==> src/rtl/usb_pm_pkg.sv <==
// shared constants for the usb suspend/resume power control block
package usb_pm_pkg;
  localparam int unsigned CLK_HZ        = 200_000_000;
  localparam int unsigned XTAL_HZ       = 12_000_000;
  localparam int unsigned PLL_MULT      = 4;
  localparam int unsigned CORE_HZ       = XTAL_HZ * PLL_MULT;
  localparam int unsigned SUSPEND_US    = 3_000;
  localparam int unsigned FRAME_US      = 1_000;
  localparam int unsigned HOST_RSM_US   = 20_000;
  localparam int unsigned RWU_K_US      = 10_000;
  localparam int unsigned RWU_IDLE_US   = 5_000;
  localparam int unsigned OSC_SETTLE_US = 2_000;
  localparam int unsigned CYC_PER_US    = CLK_HZ / 1_000_000;
  localparam int unsigned SUSPEND_CYC   = SUSPEND_US * CYC_PER_US;
  localparam int unsigned FRAME_CYC     = FRAME_US * CYC_PER_US;
  localparam int unsigned HOST_RSM_CYC  = HOST_RSM_US * CYC_PER_US;
  localparam int unsigned RWU_K_CYC     = RWU_K_US * CYC_PER_US;
  localparam int unsigned RWU_IDLE_CYC  = RWU_IDLE_US * CYC_PER_US;
  localparam int unsigned OSC_SETTLE_CYC = OSC_SETTLE_US * CYC_PER_US;
  localparam int unsigned CNT_W         = 24;
endpackage : usb_pm_pkg

==> src/rtl/usb_suspend_resume_power_ctl.sv <==
// suspend detection, power-down and wakeup/resume timing
// Functional notes
// - core clock is crystal times four
// - oscillator off while powered down
// - stable flag only after settle time
// - power-down request stops oscillator and pll
// - host frame markers stop when disabled
// - 3ms idle sets suspend; gated interrupt
// - suspend alone never powers down
// - power-down keeps irq, watches d+ and spi
// - host resume drives 20ms, then event
// - host sees remote wakeup, sets flag
// - clearing power-down request or reset wakes
// - remote wake restarts osc, 10ms k-state
// - remote wake waits 5ms bus idle
// - resume end sets remote wake done
// - d+ fall wakes when enabled
`timescale 1ns/10ps
module usb_suspend_resume_power_ctl #(
  parameter int unsigned SUSPEND_CYC   = usb_pm_pkg::SUSPEND_CYC,
  parameter int unsigned FRAME_CYC     = usb_pm_pkg::FRAME_CYC,
  parameter int unsigned HOST_RSM_CYC  = usb_pm_pkg::HOST_RSM_CYC,
  parameter int unsigned RWU_K_CYC     = usb_pm_pkg::RWU_K_CYC,
  parameter int unsigned RWU_IDLE_CYC  = usb_pm_pkg::RWU_IDLE_CYC,
  parameter int unsigned OSC_SETTLE_CYC = usb_pm_pkg::OSC_SETTLE_CYC
) (
  input  wire logic i_clk,
  input  wire logic i_srst,
  input  wire logic i_host_mode,
  input  wire logic i_power_down_request,
  input  wire logic i_frame_marker_enable,
  input  wire logic i_host_resume_request,
  input  wire logic i_remote_wake_request,
  input  wire logic i_host_activity_wake_enable,
  input  wire logic i_suspend_irq_enable,
  input  wire logic i_global_irq_enable,
  input  wire logic i_bus_activity,
  input  wire logic i_dplus,
  input  wire logic i_remote_wake_seen,
  input  wire logic i_spi_activity,
  input  wire logic i_clr_osc_stable_flag,
  input  wire logic i_clr_suspend_flag,
  input  wire logic i_clr_bus_event_flag,
  input  wire logic i_clr_wake_request_flag,
  input  wire logic i_clr_remote_wake_done_flag,
  output logic      o_osc_enable,
  output logic      o_pll_enable,
  output logic      o_core_clk_ready,
  output logic      o_frame_marker,
  output logic      o_resume_drive,
  output logic      o_powered_down,
  output logic      o_spi_wake,
  output logic      o_osc_stable_flag,
  output logic      o_suspend_flag,
  output logic      o_bus_event_flag,
  output logic      o_wake_request_flag,
  output logic      o_remote_wake_done_flag,
  output logic      o_irq
);
  localparam int unsigned W = usb_pm_pkg::CNT_W;

  typedef enum logic [2:0] {
    ST_RUN, ST_DOWN, ST_SETTLE, ST_IDLE_WAIT, ST_RWU_K, ST_HOST_RSM
  } pm_state_t;

  typedef struct packed {
    pm_state_t   state;
    logic [W-1:0] idle_cnt;
    logic [W-1:0] frame_cnt;
    logic        rwu_pending;
    logic        frame;
    logic        dplus_q;
    logic        rsm_req_q;
    logic        osc_ok;
    logic        suspend;
    logic        bus_event;
    logic        wake_req;
    logic        rwu_done;
    logic        susp_seen;
    logic        pd_armed;
    logic        down_out;
    logic        osc_on;
    logic        pll_on;
    logic        clk_ready;
    logic        resume_out;
    logic        spi_wake;
    logic        irq;
  } pm_regs_t;

  pm_regs_t st_ff;
  pm_regs_t nxt_st;

  logic         tmr_load;
  logic [W-1:0] tmr_count;
  logic         tmr_busy;
  logic         tmr_done;
  logic         tmr_stop;

  localparam int unsigned FLAG_N = 5;
  localparam int unsigned F_OSC  = 0;
  localparam int unsigned F_SUSP = 1;
  localparam int unsigned F_BUS  = 2;
  localparam int unsigned F_WAKE = 3;
  localparam int unsigned F_RWU  = 4;

  logic [FLAG_N-1:0] flag_set;
  logic [FLAG_N-1:0] flag_clr;
  logic [FLAG_N-1:0] flag_cur;
  logic [FLAG_N-1:0] flag_nxt;
  logic              susp_hit;
  logic              frame_run;
  logic              rsm_edge;
  logic              go_down;
  logic              dplus_fall;
  logic              wake_sw;
  logic              wake_rwu;
  logic              wake_dplus;
  logic              wake_any;

  pm_timer #(
    .W(W)
  ) u_timer (
    .i_clk   (i_clk),
    .i_srst  (i_srst),
    .i_load  (tmr_load),
    .i_count (tmr_count),
    .i_stop  (tmr_stop),
    .o_busy  (tmr_busy),
    .o_done  (tmr_done)
  );

  // peripheral suspend detect; no power-down here
  assign susp_hit  = !i_host_mode && !st_ff.susp_seen
                     && st_ff.idle_cnt >= W'(SUSPEND_CYC);
  assign frame_run = i_host_mode && i_frame_marker_enable && st_ff.state == ST_RUN;
  assign rsm_edge  = i_host_mode && i_host_resume_request && !st_ff.rsm_req_q;
  assign go_down   = i_power_down_request && st_ff.pd_armed && !i_remote_wake_request;

  // wake sources while powered down
  assign dplus_fall = st_ff.dplus_q && !i_dplus;
  assign wake_sw    = !i_power_down_request;
  assign wake_rwu   = i_remote_wake_request;
  assign wake_dplus = i_host_activity_wake_enable && dplus_fall;
  assign wake_any   = wake_sw || wake_rwu || wake_dplus;

  // sticky flags, set wins over clear
  assign flag_set[F_OSC]  = st_ff.state == ST_SETTLE && tmr_done;
  assign flag_set[F_SUSP] = susp_hit;
  assign flag_set[F_BUS]  = st_ff.state == ST_HOST_RSM && tmr_done;
  assign flag_set[F_WAKE] = i_host_mode && i_remote_wake_seen;
  assign flag_set[F_RWU]  = st_ff.state == ST_RWU_K && tmr_done;
  assign flag_clr[F_OSC]  = i_clr_osc_stable_flag;
  assign flag_clr[F_SUSP] = i_clr_suspend_flag;
  assign flag_clr[F_BUS]  = i_clr_bus_event_flag;
  assign flag_clr[F_WAKE] = i_clr_wake_request_flag;
  assign flag_clr[F_RWU]  = i_clr_remote_wake_done_flag;
  assign flag_cur[F_OSC]  = st_ff.osc_ok;
  assign flag_cur[F_SUSP] = st_ff.suspend;
  assign flag_cur[F_BUS]  = st_ff.bus_event;
  assign flag_cur[F_WAKE] = st_ff.wake_req;
  assign flag_cur[F_RWU]  = st_ff.rwu_done;

  for (genvar g = 0; g < FLAG_N; g++) begin : g_flag
    assign flag_nxt[g] = flag_set[g] || (flag_cur[g] && !flag_clr[g]);
  end

  always_comb begin
    nxt_st    = st_ff;
    tmr_load  = 1'b0;
    tmr_stop  = 1'b0;
    tmr_count = '0;
    nxt_st.dplus_q   = i_dplus;
    nxt_st.rsm_req_q = i_host_resume_request;
    nxt_st.frame     = 1'b0;

    // bus idle counter, saturating
    if (i_bus_activity) begin
      nxt_st.idle_cnt  = '0;
      nxt_st.susp_seen = 1'b0;
    end else if (st_ff.idle_cnt != {W{1'b1}}) begin
      nxt_st.idle_cnt = st_ff.idle_cnt + W'(1);
    end

    // one suspend per idle period
    if (susp_hit) begin
      nxt_st.susp_seen = 1'b1;
    end

    // host frame marker generator
    if (frame_run) begin
      if (st_ff.frame_cnt >= W'(FRAME_CYC - 1)) begin
        nxt_st.frame_cnt = '0;
        nxt_st.frame     = 1'b1;
      end else begin
        nxt_st.frame_cnt = st_ff.frame_cnt + W'(1);
      end
    end else begin
      nxt_st.frame_cnt = '0;
    end

    nxt_st.osc_ok    = flag_nxt[F_OSC];
    nxt_st.suspend   = flag_nxt[F_SUSP];
    nxt_st.bus_event = flag_nxt[F_BUS];
    nxt_st.wake_req  = flag_nxt[F_WAKE];
    nxt_st.rwu_done  = flag_nxt[F_RWU];

    // power-down re-armed once request released
    if (!i_power_down_request) begin
      nxt_st.pd_armed = 1'b1;
    end

    unique case (st_ff.state)
      ST_RUN: begin
        if (go_down) begin
          nxt_st.state = ST_DOWN;
          tmr_stop     = 1'b1;
        end else if (rsm_edge) begin
          nxt_st.state = ST_HOST_RSM;
          tmr_load     = 1'b1;
          tmr_count    = W'(HOST_RSM_CYC);
        end else if (!i_host_mode && i_remote_wake_request && !st_ff.rwu_done) begin
          nxt_st.state = ST_IDLE_WAIT;
        end
      end
      ST_DOWN: begin
        // oscillator off; wake sources
        if (wake_any) begin
          nxt_st.state       = ST_SETTLE;
          nxt_st.pd_armed    = 1'b0;
          nxt_st.rwu_pending = wake_rwu;
          tmr_load           = 1'b1;
          tmr_count          = W'(OSC_SETTLE_CYC);
        end
      end
      ST_SETTLE: begin
        if (tmr_done) begin
          nxt_st.state  = st_ff.rwu_pending ? ST_IDLE_WAIT : ST_RUN;
          nxt_st.rwu_pending = 1'b0;
        end
      end
      ST_IDLE_WAIT: begin
        if (!i_remote_wake_request) begin
          nxt_st.state = ST_RUN;
        end else if (st_ff.idle_cnt >= W'(RWU_IDLE_CYC)) begin
          nxt_st.state = ST_RWU_K;
          tmr_load     = 1'b1;
          tmr_count    = W'(RWU_K_CYC);
        end
      end
      ST_RWU_K: begin
        if (tmr_done) begin
          nxt_st.state    = ST_RUN;
        end
      end
      ST_HOST_RSM: begin
        if (tmr_done) begin
          nxt_st.state     = ST_RUN;
        end
      end
      default: nxt_st.state = ST_RUN;
    endcase

    // registered outputs, decoded from next state
    nxt_st.down_out   = nxt_st.state == ST_DOWN;
    nxt_st.osc_on     = nxt_st.state != ST_DOWN;
    nxt_st.pll_on     = nxt_st.state != ST_DOWN;
    nxt_st.clk_ready  = nxt_st.state != ST_DOWN && nxt_st.state != ST_SETTLE;
    nxt_st.resume_out = nxt_st.state == ST_RWU_K || nxt_st.state == ST_HOST_RSM;
    nxt_st.spi_wake   = nxt_st.state == ST_DOWN && i_spi_activity;
    nxt_st.irq        = nxt_st.suspend && i_suspend_irq_enable && i_global_irq_enable;
  end

  always_ff @(posedge i_clk) begin
    if (i_srst) begin
      st_ff         <= '0;
      st_ff.state   <= ST_RUN;
      st_ff.dplus_q <= 1'b1;
      st_ff.osc_on  <= 1'b1;
      st_ff.pll_on  <= 1'b1;
      st_ff.clk_ready <= 1'b1;
    end else begin
      st_ff <= nxt_st;
    end
  end

  assign o_powered_down  = st_ff.down_out;
  assign o_osc_enable    = st_ff.osc_on;
  assign o_pll_enable    = st_ff.pll_on;
  assign o_core_clk_ready = st_ff.clk_ready;
  assign o_frame_marker  = st_ff.frame;
  assign o_resume_drive  = st_ff.resume_out;
  assign o_spi_wake      = st_ff.spi_wake;
  assign o_osc_stable_flag       = st_ff.osc_ok;
  assign o_suspend_flag          = st_ff.suspend;
  assign o_bus_event_flag        = st_ff.bus_event;
  assign o_wake_request_flag     = st_ff.wake_req;
  assign o_remote_wake_done_flag = st_ff.rwu_done;
  assign o_irq = st_ff.irq;
endmodule : usb_suspend_resume_power_ctl

==> src/rtl/pm_timer.sv <==
// loadable down counter with one-cycle done pulse
`timescale 1ns/10ps
module pm_timer #(
  parameter int unsigned W = 24
) (
  input  wire logic         i_clk,
  input  wire logic         i_srst,
  input  wire logic         i_load,
  input  wire logic [W-1:0] i_count,
  input  wire logic         i_stop,
  output logic              o_busy,
  output logic              o_done
);
  typedef struct packed {
    logic [W-1:0] cnt;
    logic         busy;
    logic         done;
  } tmr_state_t;
  tmr_state_t st_ff;
  tmr_state_t nxt_st;
  always_comb begin
    nxt_st = st_ff;
    nxt_st.done = 1'b0;
    if (i_stop) begin
      nxt_st.busy = 1'b0;
    end else if (i_load) begin
      nxt_st.cnt  = i_count;
      nxt_st.busy = 1'b1;
    end else if (st_ff.busy) begin
      if (st_ff.cnt <= W'(1)) begin
        nxt_st.busy = 1'b0;
        nxt_st.done = 1'b1;
      end else begin
        nxt_st.cnt = st_ff.cnt - W'(1);
      end
    end
  end
  always_ff @(posedge i_clk) begin
    if (i_srst) begin
      st_ff <= '0;
    end else begin
      st_ff <= nxt_st;
    end
  end
  assign o_busy = st_ff.busy;
  assign o_done = st_ff.done;
endmodule : pm_timer

==> config.mk <==
export PLATFORM = sky130hd
export DESIGN_NAME = usb_suspend_resume_power_ctl
export DESIGN_NICKNAME = d
export VERILOG_FILES = /design/src/rtl/usb_pm_pkg.sv /design/src/rtl/usb_suspend_resume_power_ctl.sv /design/src/rtl/pm_timer.sv
export SDC_FILE = /design/constraint.sdc
export NUM_CORES = 1
export LEC_CHECK = 0
export BUFFER_PORTS_ARGS = -buffer_cell sky130_fd_sc_hd__buf_2
export CAP_MARGIN = 40
export CORE_ASPECT_RATIO = 0.8
export CORE_MARGIN = 3
export CORE_UTILIZATION = 54
export CTS_CLUSTER_SIZE = 10
export DETAILED_ROUTE_END_ITERATION = 16
export GPL_ROUTABILITY_DRIVEN = 0
export PLACE_DENSITY = 0.71
export SKIP_CTS_REPAIR_TIMING = 1
export SLEW_MARGIN = 20
export SYNTH_ARGS = -nofsm -noshare
export SYNTH_HDL_FRONTEND = slang
export SYNTH_SLANG_ARGS = --single-unit
==> constraint.sdc <==
create_clock -name i_clk -period 2.43 [get_ports i_clk]
set_input_delay 0.486 -clock i_clk [delete_from_list [all_inputs] [get_ports i_clk]]
set_output_delay 0.486 -clock i_clk [all_outputs]
set_load 0.05 [all_outputs]
==> out/metrics.csv <==
stage;metric;value;unit
status;status;finished clean;
final_layout;P&R area growth vs syn;16.0;%
final_layout;Design Area, Final;0.00536;mm2
sta;PnR worst setup slack;0.0336;ns
global_route;gr ovfl total;0;
setup_path;crit path max fanout;10;
cts;TritonCTS clock tree;built;
setup_path;Cell Chain, Critical Path;or4_4 > or4_4 > a21oi_4 > o21a_2 > o21ai_0 > a32o_1;
synthesis;prevailing post-synth register cell;dfxtp_1;
cts;Root Driver;clkbuf_8;
setup_path;element type at the critical path end;flop;
setup_path;CP dominant cell by count;or4_4;
synthesis;Seq/Total Area, Yosys;40.8;%
cts;H-tree levels;3;
sta;fmax;0.417;GHz
final_layout;Ant. Diodes;0;
sta;Final setup viols;0;
final_layout;Util after Layout;65.9;%
sta;clock skew;0.0113;ns
global_route;first-pass GRT wire length;18200;um
final_layout;area of the multi-input gates;0.00266;mm2
power;Total Power;0.00572;W
sta;Fin. Hold Viols;0;
route;average wire per standard cell;15.5;um
floorplan;chip height;88.7;um
final_layout;max reg flops;56;
floorplan;initial core utilization;56.8;%
route;via/cell ratio;5.94;
synthesis;FFs w/ async S/R, synth;0;%
placed_design;dpl ws;0.0191;ns
placed_design;post-DP HPWL;8070;um
cts;clock buffer depth;2;
sta;fin crit share;98.6;%
floorplan;Rows;29;
setup_path;worst endpoint required time;2.71;ns
cts;Skew-Pair Late Insertion Delay;0.38;ns
synthesis;Synth Warn #;0;
synthesis;Synth top area share;40.8;%
sta;Slew HR;45.2;%
flow_run;max_cap viols;0;
placed_design;placed cell areas;0.00512;mm2
floorplan;die area;0.00970;mm2
sta;Final Critical Period;2.40;ns
synthesis;top cells by area, synth;dfxtp_1 41%, nor2_1 5.4%, nand2_1 4.1%, xor2_1 3.6%, nand3_1 3.6%;
setup_path;Setup crit start kind;flop;
route;Routed Antenna Nets;0;
synthesis;number of enable flip-flop cells after synthesis;0;
cts;clock sinks;94;
sta;Slew Viols, Final;0;
setup_path;Worst Path Arrival;2.67;ns
sta;RSZ-0062 raised after global routing;true;
floorplan;placeable core area;0.00813;mm2
route;DRC;0;
setup_path;delay of the slowest cell on the worst path;0.55;ns
final_layout;Final #Nets;630;
route;routed via count;4270;
synthesis;Gate Count Post-Synth;543;
floorplan;Ports;32;
synthesis;leading area contributor after synthesis;dfxtp_1;
final_layout;share of cells above drive strength 1;18.5;%
synthesis;post-synthesis cell area;0.00462;mm2
sta;Worst-Margin Slew;0.820;ns
synthesis;Synth Register Bits;94;
route;Initial DRT Pass Iterations;6;
synthesis;number of distinct library cells after synthesis;68;
power;pwr dens;1070;mW/mm2
final_layout;Most flops, register;st_ff;
global_route;Total Routing Usage GR;23.9;%
cts;total CTS buffers;9;
synthesis;syn avg cell area;8.50;um2
sta;TNS Setup;0;ns
route;Post-Route WL;11100;um
cts;clk slew on worst S/H paths;0.10;ns
power;Peak VDD IR;580;uV
floorplan;die width;109;um
final_layout;Top Registers;st_ff: 56 flops, u_timer.st_ff: 24 flops;
power;Leak;1.99;nW
min_path;Worst Hold Class;input pin to flop;
global_route;largest net degree at the start of global routing;23;
final_layout;# fillers;699;
setup_path;crit path kind;flop to flop;
route;DR iter-0 viols;370;
global_route;antenna violations before repair;0;
setup_path;Crit-path slowest cell;or4_4;
global_route;vias in the first global route;3736;
placed_design;port buffer count;31;
final_layout;Register Area;0.00188;mm2
layout make-up:
class	instances	share of cell area (%)
multi-input combinational	415	49.6
sequential	94	35.2
timing repair buffer	68	8.08
clock buffer	10	2.57
tap	108	2.52
inverter	18	1.26
clock inverter	6	0.841
per-layer routing:
layer,track usage [%],up-vias,wire (um)
li1,-,2120,-
met1,33.3,1965,5090
met2,35.7,167,4990
met3,7.73,18,926
met4,6.34,0,128
met5,0,-,0
power breakdown:
part | total [W] | leakage (nW) | switching [W] | internal (W)
combinational | 0.00283 | 1.14 | 0.00168 | 0.00115
clock | 0.000971 | 0.0849 | 0.000569 | 0.000403
sequential | 0.00191 | 0.765 | 0.000190 | 0.00172
total | 0.00572 | 1.99 | 0.00244 | 0.00328
cell families (layout without fill, tap and decap cells):
kind of cell / Yosys count / after routing / share of synthesized area, %
AND/OR/NAND/NOR: 269 / 269 / 30.7
AO/OA/AOI/OAI: 97 / 97 / 16.3
other: 1 / 6 / 0.0812
buffers and inverters: 39 / 102 / 3.47
XOR/XNOR: 33 / 33 / 6.26
adder cells (fa/ha/maj): 5 / 5 / 1.36
flip-flops: 94 / 94 / 40.8
multiplexers: 5 / 5 / 1.08
cells in the final DEF, fill, tap and decap left out, types with 3 or more instances in the layout:
master and count:
dfxtp_1 92, nor2_1 65, nand2_1 50, buf_4 37, nand3_1 33, buf_2 31
xor2_1 19, inv_1 18, nor3_1 18, a21oi_1 17, nand4_1 15, nor4_1 14
xnor2_1 14, a31oi_1 12, o21ai_0 10, clkbuf_8 10, a32o_1 9, and4_1 8
and3_1 8, nand2b_1 8, nand3b_1 6, or3_1 6, and2_1 6, o32ai_1 6
conb_1 6, or4_1 5, mux2i_1 5, ha_1 5, nor3b_1 4, nor2b_1 4
o31ai_1 4, or4_4 3, or2_2 3, a211oi_1 3, clkinvlp_4 3
worst max-delay path: cells and delay by family (launching register included):
family / cells / cell delay [ns]
AOI/OAI and AO/OA: 4 / 0.94
DFF: 1 / 0.33
and+or+nand+nor: 2 / 1.02
path summary, 6_finish.rpt:
kind,slack (ns),startpoint,depth (start not counted),endpoint
worst max-delay path,0.03,st_ff[52]$_SDFFE_PP0P_,6,u_timer.st_ff[20]$_SDFFE_PP0P_
worst min-delay path,0.31,i_dplus,2,st_ff[15]$_SDFF_PP1_
worst max register to register,0.03,st_ff[52]$_SDFFE_PP0P_,6,u_timer.st_ff[20]$_SDFFE_PP0P_
worst min register to register,0.47,st_ff[18]$_SDFF_PP0_,1,st_ff[18]$_SDFF_PP0_
per-stage QoR:
stage | hold slack (ns) | cells
after floorplan | 0.430 | 548
after global placement | 0.442 | 703
after detailed placement | 0.459 | 703
after CTS | 0.301 | 719
after global routing | 0.304 | 719
final | 0.308 | 719
synth_stat cells (all sizes together) (3+ instances only):
cell type	number
and2	7
a21oi	19
o32ai	6
and4	8
a211oi	5
inv	18
mux2i	5
dfxtp	94
nor4	16
xnor2	14
nor3b	4
and3	8
nor2b	4
nand3b	6
clkbuf	14
nand3	33
nor3	20
xor2	19
ha	5
or2	3
o21ai	13
a31oi	12
a32o	9
o31ai	4
buf	7
nand4	15
nand2b	8
nor2	67
o311ai	4
nand2	50
or3	6
or4	8
No activity file was read; power rests on OpenSTA's default activity.
